==> config.mk <==
export PLATFORM = sky130hd
export DESIGN_NAME = dxr_ext_regs
export DESIGN_NICKNAME = d
export VERILOG_FILES = /design/src/dxr_pkg.sv /design/src/dxr_sync.sv /design/src/dxr_irq_pin.sv /design/src/dxr_ext_regs.sv
export VERILOG_INCLUDE_DIRS = /design/src
export SDC_FILE = /design/constraint.sdc
export NUM_CORES = 1
export LEC_CHECK = 0
export ABC_AREA = 1
export BUFFER_PORTS_ARGS = -buffer_cell sky130_fd_sc_hd__buf_4
export CORE_AREA = 2 2 91 93
export DETAILED_ROUTE_END_ITERATION = 12
export DIE_AREA = 0 0 93 95
export PLACE_DENSITY = 0.86
export SLEW_MARGIN = 0
export SYNTH_ARGS = -nofsm -noshare
export SYNTH_HDL_FRONTEND = slang
export SYNTH_HIERARCHICAL = 1
export SYNTH_SLANG_ARGS = --single-unit
export TNS_END_PERCENT = 5
==> constraint.sdc <==
create_clock -name I_CLK -period 2.8 [get_ports I_CLK]
set_input_delay 0.7 -clock I_CLK [delete_from_list [all_inputs] [get_ports I_CLK]]
set_output_delay 0.7 -clock I_CLK [all_outputs]
set_load 0.03 [all_outputs]
==> src/dxr_map.svh <==
// Function
// cpu_interface bit 0 selects 8-bit (default) or 16-bit cpu memory access
// cpu_interface bit 1 routes shared pin: bias enable (default) or interrupt request
// cpu_interface bits 4-3 select attribute controller port mapping; 01 holds flip-flop reset
// cpu_interface bit 5 selects full 16-bit or lower 10-bit io decode
// cpu_interface bit 7 reads attribute flip-flop state, read only
// memory_control bit 2 enables display address counter bit 16, clear after reset
// memory_control bit 4 selects dram strobe scheme for 256kx16 part
// memory_control bit 5 enables cpu write buffering, disabled after reset
// palette_control bit 5 feeds low 6 pixel bits to gray modulation logic
// palette_control bits 7-6 select colour to gray reduction, 11 reserved
// cpu_paging bit 0 extended mapping, bit 1 dual map access
// cpu_paging bit 2 divides cpu address by 4, bit 4 linear addressing
// start_address_top bit 0 is start address msb; bits 7-1 written zero
// auxiliary_offset bit 0 extends normal offset, bit 1 alternate offset
// text_mode_control bit 2 steady cursor, bit 3 exclusive-or cursor
// software_flags_two holds eight read-write bits with no hardware effect
// low_map_base supplies cpu address bits 17-10 of single or low map
// high_map_base supplies upper map base bits 17-10 in dual map mode
// emulation_mode bits 1-0 select emulation; bits 3-2 read back mono config
// emulation_mode bits 6-4 select input status register 1 sources
// emulation_mode bit 7 sets interrupt pin drive behaviour
// group_write_protect bits 6-0 block group writes; bit 6 ored with retrace end bit 7
// host writes 7-bit index to index port, then uses data port
// protected writes are dropped silently; reads still return contents
`ifndef DXR_MAP_SVH
`define DXR_MAP_SVH
`define DXR_IX_CPU_IF    7'h02
`define DXR_IX_MEM_CTL   7'h04
`define DXR_IX_PAL_CTL   7'h06
`define DXR_IX_PAGING    7'h0b
`define DXR_IX_START_TOP 7'h0c
`define DXR_IX_AUX_OFS   7'h0d
`define DXR_IX_TEXT_CTL  7'h0e
`define DXR_IX_SWFLAGS2  7'h0f
`define DXR_IX_LOW_MAP   7'h10
`define DXR_IX_HIGH_MAP  7'h11
`define DXR_IX_EMUL      7'h14
`define DXR_IX_PROTECT   7'h15
`define DXR_RST_ZERO     8'h00
`define DXR_RST_MEM_CTL  8'h01
`define DXR_RST_PAL_CTL  8'h10
`define DXR_CPU_IF_WMASK 8'h3b
`define DXR_START_WMASK  8'h01
`define DXR_AUX_WMASK    8'h03
`define DXR_TEXT_WMASK   8'h0c
`define DXR_PAGING_WMASK 8'h17
`define DXR_EMUL_WMASK   8'hf3
`define DXR_PROT_WMASK   8'h7f
`define DXR_ATTR_16BIT   2'b01
`define DXR_IDX_W        7
`endif

==> src/dxr_pkg.sv <==
`default_nettype none
package dxr_pkg;
  typedef enum logic [1:0] {DXR_ACC_IDLE, DXR_ACC_WRITE, DXR_ACC_READ} dxr_acc_e;
  typedef struct packed {
    logic [6:0] index;
    logic [7:0] cpu_if;
    logic [7:0] mem_ctl;
    logic [7:0] pal_ctl;
    logic [7:0] paging;
    logic [7:0] start_top;
    logic [7:0] aux_ofs;
    logic [7:0] text_ctl;
    logic [7:0] swflags2;
    logic [7:0] low_map;
    logic [7:0] high_map;
    logic [7:0] emul;
    logic [7:0] protect;
    logic [7:0] rdata;
    logic       rvalid;
    dxr_acc_e   acc;
  } dxr_regs_s;
  typedef struct packed {
    logic [1:0] s1;
    logic [1:0] s0;
  } dxr_sync_s;
endpackage : dxr_pkg
`default_nettype wire

==> src/dxr_sync.sv <==
`default_nettype none
module dxr_sync (
  input  wire logic       i_clk,
  input  wire logic       i_arst_n,
  input  wire logic [1:0] i_async,
  output logic      [1:0] o_sync
);
  dxr_pkg::dxr_sync_s st_ff;
  dxr_pkg::dxr_sync_s nxt_st;
  always_comb begin
    nxt_st    = st_ff;
    nxt_st.s0 = i_async;
    nxt_st.s1 = st_ff.s0;
  end
  always_ff @(posedge i_clk or negedge i_arst_n) begin
    if (!i_arst_n) begin
      st_ff <= '0;
    end else begin
      st_ff <= nxt_st;
    end
  end
  assign o_sync = st_ff.s1;
endmodule : dxr_sync
`default_nettype wire

==> src/dxr_irq_pin.sv <==
`default_nettype none
module dxr_irq_pin (
  input  wire logic i_clk,
  input  wire logic i_arst_n,
  input  wire logic i_enable,
  input  wire logic i_active,
  input  wire logic i_channel_bus,
  input  wire logic i_mode,
  output logic      o_irq_o,
  output logic      o_irq_oe
);
  logic [1:0] pin_ff;
  logic [1:0] nxt_pin;
  // pin_ff[1] = drive level, pin_ff[0] = output enable
  always_comb begin
    nxt_pin = 2'b00;
    if (i_enable) begin
      if (i_mode) begin
        nxt_pin = {i_active, 1'b1};
      end else if (i_channel_bus && i_active) begin
        nxt_pin = 2'b01;
      end
    end
  end
  always_ff @(posedge i_clk or negedge i_arst_n) begin
    if (!i_arst_n) begin
      pin_ff <= 2'b00;
    end else begin
      pin_ff <= nxt_pin;
    end
  end
  assign o_irq_o  = pin_ff[1];
  assign o_irq_oe = pin_ff[0];
endmodule : dxr_irq_pin
`default_nettype wire

==> src/dxr_ext_regs.sv <==
`include "dxr_map.svh"
`default_nettype none
module dxr_ext_regs (
  input  wire logic       I_CLK,
  input  wire logic       I_ARST_N,
  input  wire logic       I_IDX_WR,
  input  wire logic       I_IDX_RD,
  input  wire logic       I_DATA_WR,
  input  wire logic       I_DATA_RD,
  input  wire logic [7:0] I_WDATA,
  input  wire logic       I_ATTR_FF,
  input  wire logic [1:0] I_MONO_CFG,
  input  wire logic       I_RETRACE_END_PROT,
  input  wire logic       I_PANEL_BIAS_EN,
  input  wire logic       I_IRQ_ENABLE,
  input  wire logic       I_IRQ_ACTIVE,
  input  wire logic       I_CHANNEL_BUS,
  input  wire logic       I_EXT_PAL_RD,
  input  wire logic       I_EXT_PAL_WR,
  output logic      [7:0] O_RDATA,
  output logic            O_RVALID,
  output logic            O_CPU_MEM_16BIT,
  output logic            O_SHARED_PIN,
  output logic      [1:0] O_ATTR_MAP,
  output logic            O_ATTR_FF_HOLD,
  output logic            O_IO_DECODE_10BIT,
  output logic            O_ADDR_BIT16_EN,
  output logic            O_STROBE_SCHEME,
  output logic            O_WRITE_BUF_EN,
  output logic            O_PAL_BYPASS,
  output logic      [1:0] O_GRAY_REDUCE,
  output logic            O_EXT_MAP,
  output logic            O_DUAL_MAP,
  output logic            O_ADDR_DIV4,
  output logic            O_LINEAR_ADDR,
  output logic            O_START_MSB,
  output logic      [1:0] O_OFFSET_LSB,
  output logic            O_CURSOR_STEADY,
  output logic            O_CURSOR_XOR,
  output logic      [7:0] O_LOW_MAP_BASE,
  output logic      [7:0] O_HIGH_MAP_BASE,
  output logic      [1:0] O_EMUL_MODE,
  output logic      [2:0] O_STATUS_SRC,
  output logic      [6:0] O_GROUP_PROTECT,
  output logic            O_EXT_PAL_RD_N,
  output logic            O_EXT_PAL_WR_N,
  output logic            O_IRQ_O,
  output logic            O_IRQ_OE
);
  dxr_pkg::dxr_regs_s r_ff;
  dxr_pkg::dxr_regs_s nxt_r;
  logic [1:0]         mono_sync;
  logic [1:0]         strobe_ff;
  logic [1:0]         nxt_strobe;
  logic               shared_ff;
  logic               nxt_shared;
  logic               irq_drv_o;
  logic               irq_drv_oe;
  logic [6:0]         gprot_ff;
  logic [6:0]         nxt_gprot;
  logic               hold_ff;
  logic               nxt_hold;

  function automatic logic [7:0] wr_masked(input logic [7:0] old_v, input logic [7:0] new_v,
                                           input logic [7:0] mask);
    wr_masked = (old_v & ~mask) | (new_v & mask);
  endfunction : wr_masked

  dxr_sync u_mono_sync (
    .i_clk   (I_CLK),
    .i_arst_n(I_ARST_N),
    .i_async (I_MONO_CFG),
    .o_sync  (mono_sync)
  );

  dxr_irq_pin u_irq_pin (
    .i_clk        (I_CLK),
    .i_arst_n     (I_ARST_N),
    .i_enable     (I_IRQ_ENABLE && r_ff.cpu_if[1]),
    .i_active     (I_IRQ_ACTIVE),
    .i_channel_bus(I_CHANNEL_BUS),
    .i_mode       (r_ff.emul[7]),
    .o_irq_o      (irq_drv_o),
    .o_irq_oe     (irq_drv_oe)
  );

  // register read view, shared by the read path
  function automatic logic [7:0] rd_view(input dxr_pkg::dxr_regs_s r, input logic af,
                                         input logic [1:0] mono);
    case (r.index)
      `DXR_IX_CPU_IF:    rd_view = {af, r.cpu_if[6:0]};
      `DXR_IX_MEM_CTL:   rd_view = r.mem_ctl;
      `DXR_IX_PAL_CTL:   rd_view = r.pal_ctl;
      `DXR_IX_PAGING:    rd_view = r.paging;
      `DXR_IX_START_TOP: rd_view = r.start_top;
      `DXR_IX_AUX_OFS:   rd_view = r.aux_ofs;
      `DXR_IX_TEXT_CTL:  rd_view = r.text_ctl;
      `DXR_IX_SWFLAGS2:  rd_view = r.swflags2;
      `DXR_IX_LOW_MAP:   rd_view = r.low_map;
      `DXR_IX_HIGH_MAP:  rd_view = r.high_map;
      `DXR_IX_EMUL:      rd_view = {r.emul[7:4], mono, r.emul[1:0]};
      `DXR_IX_PROTECT:   rd_view = r.protect;
      default:           rd_view = `DXR_RST_ZERO;
    endcase
  endfunction : rd_view

  always_comb begin
    nxt_r        = r_ff;
    nxt_r.rvalid = 1'b0;
    nxt_r.acc    = dxr_pkg::DXR_ACC_IDLE;
    if (I_IDX_WR) begin
      nxt_r.index = I_WDATA[`DXR_IDX_W-1:0];
      nxt_r.acc   = dxr_pkg::DXR_ACC_WRITE;
    end else if (I_IDX_RD) begin
      nxt_r.rdata  = {1'b0, r_ff.index};
      nxt_r.rvalid = 1'b1;
      nxt_r.acc    = dxr_pkg::DXR_ACC_READ;
    end else if (I_DATA_RD) begin
      nxt_r.rdata  = rd_view(r_ff, I_ATTR_FF, mono_sync);
      nxt_r.rvalid = 1'b1;
      nxt_r.acc    = dxr_pkg::DXR_ACC_READ;
    end else if (I_DATA_WR) begin
      nxt_r.acc = dxr_pkg::DXR_ACC_WRITE;
      // these extension registers carry no protect group, so protect never blocks their writes
      case (r_ff.index)
        `DXR_IX_CPU_IF:    nxt_r.cpu_if    = wr_masked(r_ff.cpu_if, I_WDATA,
                                                       `DXR_CPU_IF_WMASK);
        `DXR_IX_MEM_CTL:   nxt_r.mem_ctl   = I_WDATA;
        `DXR_IX_PAL_CTL:   nxt_r.pal_ctl   = I_WDATA;
        `DXR_IX_PAGING:    nxt_r.paging    = wr_masked(r_ff.paging, I_WDATA,
                                                       `DXR_PAGING_WMASK);
        `DXR_IX_START_TOP: nxt_r.start_top = wr_masked(r_ff.start_top, I_WDATA,
                                                       `DXR_START_WMASK);
        `DXR_IX_AUX_OFS:   nxt_r.aux_ofs   = wr_masked(r_ff.aux_ofs, I_WDATA,
                                                       `DXR_AUX_WMASK);
        `DXR_IX_TEXT_CTL:  nxt_r.text_ctl  = wr_masked(r_ff.text_ctl, I_WDATA,
                                                       `DXR_TEXT_WMASK);
        `DXR_IX_SWFLAGS2:  nxt_r.swflags2  = I_WDATA;
        `DXR_IX_LOW_MAP:   nxt_r.low_map   = I_WDATA;
        `DXR_IX_HIGH_MAP:  nxt_r.high_map  = I_WDATA;
        `DXR_IX_EMUL:      nxt_r.emul      = wr_masked(r_ff.emul, I_WDATA,
                                                       `DXR_EMUL_WMASK);
        `DXR_IX_PROTECT:   nxt_r.protect   = wr_masked(r_ff.protect, I_WDATA,
                                                       `DXR_PROT_WMASK);
        default:           nxt_r.acc       = dxr_pkg::DXR_ACC_IDLE;
      endcase
    end
  end

  always_comb begin
    nxt_shared = r_ff.cpu_if[1] ? irq_drv_o : I_PANEL_BIAS_EN;
    // registered so the protect and hold outputs come straight from flops
    nxt_gprot  = {nxt_r.protect[6] | I_RETRACE_END_PROT, nxt_r.protect[5:0]};
    nxt_hold   = (nxt_r.cpu_if[4:3] == `DXR_ATTR_16BIT);
    // group protect bit 5 gates the external palette strobes
    nxt_strobe = {~(I_EXT_PAL_RD && !r_ff.protect[5]),
                  ~(I_EXT_PAL_WR && !r_ff.protect[5])};
  end

  always_ff @(posedge I_CLK or negedge I_ARST_N) begin
    if (!I_ARST_N) begin
      r_ff          <= '0;
      r_ff.mem_ctl  <= `DXR_RST_MEM_CTL;
      r_ff.pal_ctl  <= `DXR_RST_PAL_CTL;
      r_ff.acc      <= dxr_pkg::DXR_ACC_IDLE;
      strobe_ff     <= 2'b11;
      shared_ff     <= 1'b0;
      gprot_ff      <= '0;
      hold_ff       <= 1'b0;
    end else begin
      r_ff      <= nxt_r;
      strobe_ff <= nxt_strobe;
      shared_ff <= nxt_shared;
      gprot_ff  <= nxt_gprot;
      hold_ff   <= nxt_hold;
    end
  end

  assign O_RDATA           = r_ff.rdata;
  assign O_RVALID          = r_ff.rvalid;
  assign O_CPU_MEM_16BIT   = r_ff.cpu_if[0];
  assign O_SHARED_PIN      = shared_ff;
  assign O_ATTR_MAP        = r_ff.cpu_if[4:3];
  assign O_ATTR_FF_HOLD    = hold_ff;
  assign O_IO_DECODE_10BIT = r_ff.cpu_if[5];
  assign O_ADDR_BIT16_EN   = r_ff.mem_ctl[2];
  assign O_STROBE_SCHEME   = r_ff.mem_ctl[4];
  assign O_WRITE_BUF_EN    = r_ff.mem_ctl[5];
  assign O_PAL_BYPASS      = r_ff.pal_ctl[5];
  assign O_GRAY_REDUCE     = r_ff.pal_ctl[7:6];
  assign O_EXT_MAP         = r_ff.paging[0];
  assign O_DUAL_MAP        = r_ff.paging[1];
  assign O_ADDR_DIV4       = r_ff.paging[2];
  assign O_LINEAR_ADDR     = r_ff.paging[4];
  assign O_START_MSB       = r_ff.start_top[0];
  assign O_OFFSET_LSB      = r_ff.aux_ofs[1:0];
  assign O_CURSOR_STEADY   = r_ff.text_ctl[2];
  assign O_CURSOR_XOR      = r_ff.text_ctl[3];
  assign O_LOW_MAP_BASE    = r_ff.low_map;
  assign O_HIGH_MAP_BASE   = r_ff.high_map;
  assign O_EMUL_MODE       = r_ff.emul[1:0];
  assign O_STATUS_SRC      = r_ff.emul[6:4];
  assign O_GROUP_PROTECT   = gprot_ff;
  assign O_EXT_PAL_RD_N    = strobe_ff[1];
  assign O_EXT_PAL_WR_N    = strobe_ff[0];
  assign O_IRQ_O           = irq_drv_o;
  assign O_IRQ_OE          = irq_drv_oe;
endmodule : dxr_ext_regs
`default_nettype wire

# Yosys cells after proc, flatten, opt, wreduce, memory -nomap -nowiden
# Cells that the tools add are included.
# classes
shift	0
magnitude_cmp	0
n_mux	26
eq_ne	13
n_reduce_logical	20
mul	0
bitwise	13
div_mod_pow	0
add_sub_neg	0
# op_table
cell	n
93-bit 2-to-1 mux	3
102-bit 2-to-1 mux	1
8-bit one-hot mux with 12 select lines	1
8-bit 2-to-1 mux	11
5-bit AND reduction	12
7-bit by 4-bit equality test with 1-bit output (second input constant)	5
7-bit by 5-bit equality test with 1-bit output (second input constant)	4
7-bit by 3-bit equality test with 1-bit output (second input constant)	2
12-bit OR reduction	1
11-bit 2-to-1 mux	1
9-bit 2-to-1 mux	1
4-bit by 8-bit OR with 8-bit output	1
8-bit by 1-bit OR with 8-bit output	1
8-bit by 2-bit OR with 8-bit output	1
8-bit by 4-bit OR with 8-bit output	1
8-bit by 5-bit OR with 8-bit output	1
8-bit by 6-bit OR with 8-bit output	1
8-bit by 7-bit OR with 8-bit output	1
7-bit by 2-bit equality test with 1-bit output (second input constant)	1
2-bit 2-to-1 mux	3
5-bit 2-to-1 mux	1
1-bit inverter	5
1-bit logical AND	4
1-bit 2-to-1 mux	4
other kinds (5)	5
# word_totals
output_inout_bits	62
word_cells	96
ff_bits	129
latch_bits	0
n_memories	0
mem_bits_rw	0
mem_bits_ro	0

# Depth between registers and ports, before layout
# depth
word_depth	8
mapped_depth	11
mapped_depth_nobuf	11

# Modules after synthesis
# The synthesis kept the hierarchy.
# by_module_without_submodules
mod	seq_area_each_um2	cells_per_inst	area_each_um2	n_inst
dxr_ext_regs	2207.1	553	4408.0	1
dxr_sync	100.1	4	100.1	1
dxr_irq_pin	50.0	7	72.6	1

# Worst setup path after synthesis
# OpenSTA, ideal clock, no wires.
# synth_timing
path_kind	input -> register
from	input I_IDX_RD
to	register gprot_ff[6], in the netlist O_GROUP_PROTECT[6]
stages	9
required_ps	2676
t_arrival_ps	1672
setup_slack_ps	1004
path_cell_list	buf_2 > nor2_4 > nand2_1 > nor2_4 > buf_6 > nand2_2 > nand2_1 > o21ai_1 > or2_1
# synth_rtl
element	line_no	rtl
start: declaration	dxr_ext_regs.sv:7	input wire logic I_IDX_RD,
end signal: assignment	dxr_ext_regs.sv:174	gprot_ff <= nxt_gprot;
end: declaration	dxr_ext_regs.sv:59	logic [6:0] gprot_ff;

# Worst setup path in the final report
# layout_timing
from	register r_ff[111] (netlist bit)
to	register r_ff, in the netlist O_RDATA[6]
# layout_via
elab_chain_cells	4
elab_cells_between_ends	15
# layout_rtl
element	line_no	rtl
start: declaration	dxr_ext_regs.sv:50	dxr_pkg::dxr_regs_s r_ff;
start signal: assignment	dxr_ext_regs.sv:171	r_ff <= nxt_r;
7-bit by 5-bit equality test with 1-bit output (tied with other cells)	dxr_ext_regs.sv:90	case (r.index)
8-bit one-hot mux with 12 select lines (*)	dxr_ext_regs.sv:90	
9-bit 2-to-1 mux (*)	dxr_ext_regs.sv:118	end else if (I_DATA_RD) begin
11-bit 2-to-1 mux (*)	dxr_ext_regs.sv:114	end else if (I_IDX_RD) begin
# Every way passes the cells marked *; elsewhere a longest branch is shown, timed or not. The select of a mux whose other input is x is not followed.
# A chain may end at the register's enable or synchronous reset.

==> flow_summary.yaml <==
outcome:
  outcome: "complete, no violations"
clock_network:
  clkLatencyLatePin_ns: 0.36
  post_cts_hold_buffer_count: 0
  clkTransAtPathRegs_ns: 0.08
  post_cts_resize_count: 0
  numCtsBuffers: 9
  cts_h_tree_depth: 3
  tritoncts: "yes"
  numClockSinks: 94
  number_of_post_cts_setup_repair_buffers: 0
  cts.root.buffer_cell: "sky130_fd_sc_hd__clkbuf_8"
  clockBufferDepth: 2
finish:
  register_area_um2: 2360
  n_antenna_cell: 0
  drive_above_1_share_pct: 22.8
  multi_input_comb_area_um2: 1700
  fillerInstances: 706
  flow.area_growth_from_synthesis_pct: 13.4
  final_nets: 632
synth:
  flip_flop_cell_with_the_highest_count_after_synthesis: "sky130_fd_sc_hd__dfrtp_1"
  yosys_register_bits: 94
  avg_inst_size_synth_um2: 8.12
  syn-instance-count: 564
  synth.cells.most_frequent: "174 x sky130_fd_sc_hd__nand2_1, 90 x sky130_fd_sc_hd__dfrtp_1, 44 x sky130_fd_sc_hd__nor2_1"
  mappedNetlistArea_um2: 4580
  synth_edf_count: 0
  synth_top_area_share_pct: 49.2
  post-synth-top-count-cell: "sky130_fd_sc_hd__nand2_1"
  seq_area_frac_synth_pct: 51.5
  synth.net_count: 588
  yosys_warnings: 6
  synth.largest_area_cell: "sky130_fd_sc_hd__dfrtp_1"
  synth.lib_cells_used.distinct: 24
  largest_cells_by_area_after_synthesis: "sky130_fd_sc_hd__dfrtp_1 49%, sky130_fd_sc_hd__nand2_1 14%, sky130_fd_sc_hd__buf_4 6.7%"
  asyncSetResetFlopFracSynth_pct: 100
global_route:
  grt_first_pass_wirelength_um: 18700
  number_of_global_route_vias_before_repair: 3692
  grt_max_degree: 56
  groute.layer.met1.usage_pct: 37.3
  grt_antenna_before_repair: 0
  layer_carrying_the_most_global_route_usage: "met2"
  grtUsageTotal_pct: 28.4
  gr-usage-met2_pct: 45.7
  grt_remaining_overflow: 0
  globalRouteMet3Util_pct: 6.15
pwr:
  power_leakage_nw: 2.61
  worst_voltage_drop_across_the_vdd_grid_uv: 311
  cellPowerDensity_nw_per_um2: 527
critical_path:
  rr_worst_depth: 11
  critPathLaunchType: "register"
  worst-endpoint-arrival_ns: 2.23
  regToRegEndpoint: "O_RDATA[6]"
  timing.critical_path.buf_inv: 2
  crit_top_cell: "sky130_fd_sc_hd__nand2_1"
  worstPathRequired_ns: 3.08
  critical_path.cell_chain: "inv_2 -> nand2_1 -> nor2_4 -> nand2_1 -> nand2_1 -> nor2_1 -> nand3_1 -> nand2_1 -> clkinv_2 -> nand2_1 -> a21oi_1"
  timing.critical_path.slowest_cell_delay_ns: 0.44
  critPathSlowestCell: "sky130_fd_sc_hd__dfrtp_1"
  reg_to_reg_startpoint: "r_ff[111]"
  end_kind: "register"
  critical_path_peak_fanout: 19
  critical_path_class: "reg -> reg"
  crit_family: "simple AND/OR/NAND/NOR gates"
  slack_of_the_worst_reg_to_reg_path_ns: 0.86
route:
  totalWireLength_um: 12000
  avgRoutedWirePerCell_um: 16.8
  drt_pass1_iterations: 5
  final_antenna_net_count: 0
  detailedRoute.firstIterationViolations: 318
  via_count: 3922
  viasPerCell: 5.46
  post-route-drc-count: 0
floorplan:
  initial_core_util_pct: 57.8
  die_area_um2: 8840
  floorplan.core_area_um2: 7930
  floorplan.die.height_um: 95
  die_width_um: 93
  i_o_pin_count: 86
  num_rows: 33
hold_path:
  hold_path_startpoint: "u_mono_sync/nxt_st[2]"
  timing.hold.worst.class: "reg -> reg"
  hold-path-endpoint: "u_mono_sync/o_sync[0]"
  whs_path_depth: 0
sta:
  rsz0062_at_grt: "false"
  setup_skew_ns: 0.0132
  drv_slew: 0
  totalNegativeSetupSlack_ns: 0
  holdWs_ns: 0.357
  finalCritPeriodShare_pct: 69.4
  hold_violations: 0
  worst-slew-pin-transition_ns: 0.707
  fmaxAchievable_mhz: 514
  worst_slew_margin_rel_pct: 52.9
  final.min_clock_period_ns: 1.94
  postLayoutSetupSlackWorst_ns: 0.856
  report.final.setup_viol: 0
place:
  port_buffers: 85
  globalplace.congestion: 0.918
  detailedPlacementHpwl_um: 8700
  place_worst_setup_slack_ns: 0.571
run:
  number_of_max_cap_violations: 0
==> metrics by stage <==
step           total power, mW  utilization, %  cells  instance area, µm²
6_report                  2.74            65.5    718                5190
5_1_grt                   2.84            65.5    718                5190
4_1_cts                   2.75            65.5    718                5190
3_5_place_dp              1.88            63.1    702                5000
3_3_place_gp              1.87            63.1    702                5000
2_1_floorplan             1.74               -    564                4580
==> cells in the final DEF (no fill, tap or decap), types with 10 or more instances in the layout <==
master                     netlist  layout
sky130_fd_sc_hd__nor2_1         44      44
sky130_fd_sc_hd__o21ai_1        30      30
sky130_fd_sc_hd__nand2_1       174     174
sky130_fd_sc_hd__buf_4          41      87
sky130_fd_sc_hd__inv_1          26      26
sky130_fd_sc_hd__dfrtp_1        90      90
sky130_fd_sc_hd__clkbuf_8        0      10
sky130_fd_sc_hd__inv_2          11      11
sky130_fd_sc_hd__o21ai_0        43      43
sky130_fd_sc_hd__nand3_1        39      39
sky130_fd_sc_hd__a21oi_1        18      18
==> cell families after synthesis <==
logic type / after synthesis / share of synthesized area (%)
and+or+nand+nor: 283 / 26.7
muxes: 1 / 0.246
AOI/OAI and AO/OA: 92 / 10.1
DFF: 94 / 51.5
buffers and inverters: 94 / 11.5
==> area by class of cell <==
cell class | instances | area share (%)
Clock buffer | 14 | 2.94
Multi-Input combinational cell | 376 | 32.7
Tap cell | 105 | 2.53
Inverter | 39 | 2.84
Sequential cell | 94 | 45.4
Clock inverter | 2 | 0.675
Timing Repair Buffer | 88 | 13.0
==> sequential cells by signal, indices dropped and copies added (netlist names), 2 cells and up <==
signal              cells
O_ATTR_MAP              2
O_EMUL_MODE             2
O_GRAY_REDUCE           2
O_GROUP_PROTECT         7
O_HIGH_MAP_BASE         8
O_LOW_MAP_BASE          8
O_OFFSET_LSB            2
O_RDATA                 8
O_STATUS_SRC            3
r_ff                   28
strobe_ff               2
u_irq_pin/pin_ff        2
u_mono_sync/nxt_st      2
u_mono_sync/o_sync      2
==> how the worst max path moves through the flow <==
stage               cells past startpoint  slack [ns]            endpoint      start
finish                                 11        0.86          O_RDATA[6]  r_ff[111]
global route                           11        0.70          O_RDATA[6]  r_ff[111]
CTS                                    11        0.92          O_RDATA[6]  r_ff[111]
detailed placement                      7        0.57            r_ff[48]   I_IDX_RD
global placement                        7        0.63            r_ff[48]   I_IDX_RD
floorplan                               9        1.00  O_GROUP_PROTECT[6]   I_IDX_RD
==> routing by layer <==
metal	wire, µm	up-vias
li1	-	1849
met1	4960	1845
met2	5800	196
met3	894	32
met4	377	0
met5	0	-
==> worst register-to-register path, cell delays in order, from the launching register on <==
cell and delay (ns):
sky130_fd_sc_hd__dfrtp_1 0.44, sky130_fd_sc_hd__inv_2 0.10, sky130_fd_sc_hd__nand2_1 0.08, sky130_fd_sc_hd__nor2_4 0.36, sky130_fd_sc_hd__nand2_1 0.24, sky130_fd_sc_hd__nand2_1 0.13
sky130_fd_sc_hd__nor2_1 0.04, sky130_fd_sc_hd__nand3_1 0.10, sky130_fd_sc_hd__nand2_1 0.08, sky130_fd_sc_hd__clkinv_2 0.10, sky130_fd_sc_hd__nand2_1 0.06, sky130_fd_sc_hd__a21oi_1 0.14
==> report_power, final <==
group | internal [mW] | leakage, nW | switching, mW
registers | 1.42 | 1.24 | 0.0534
logic | 0.123 | 1.27 | 0.259
clock network | 0.438 | 0.0947 | 0.445
total | 1.98 | 2.61 | 0.758
Note: power is estimated with default switching activity, not from simulation.
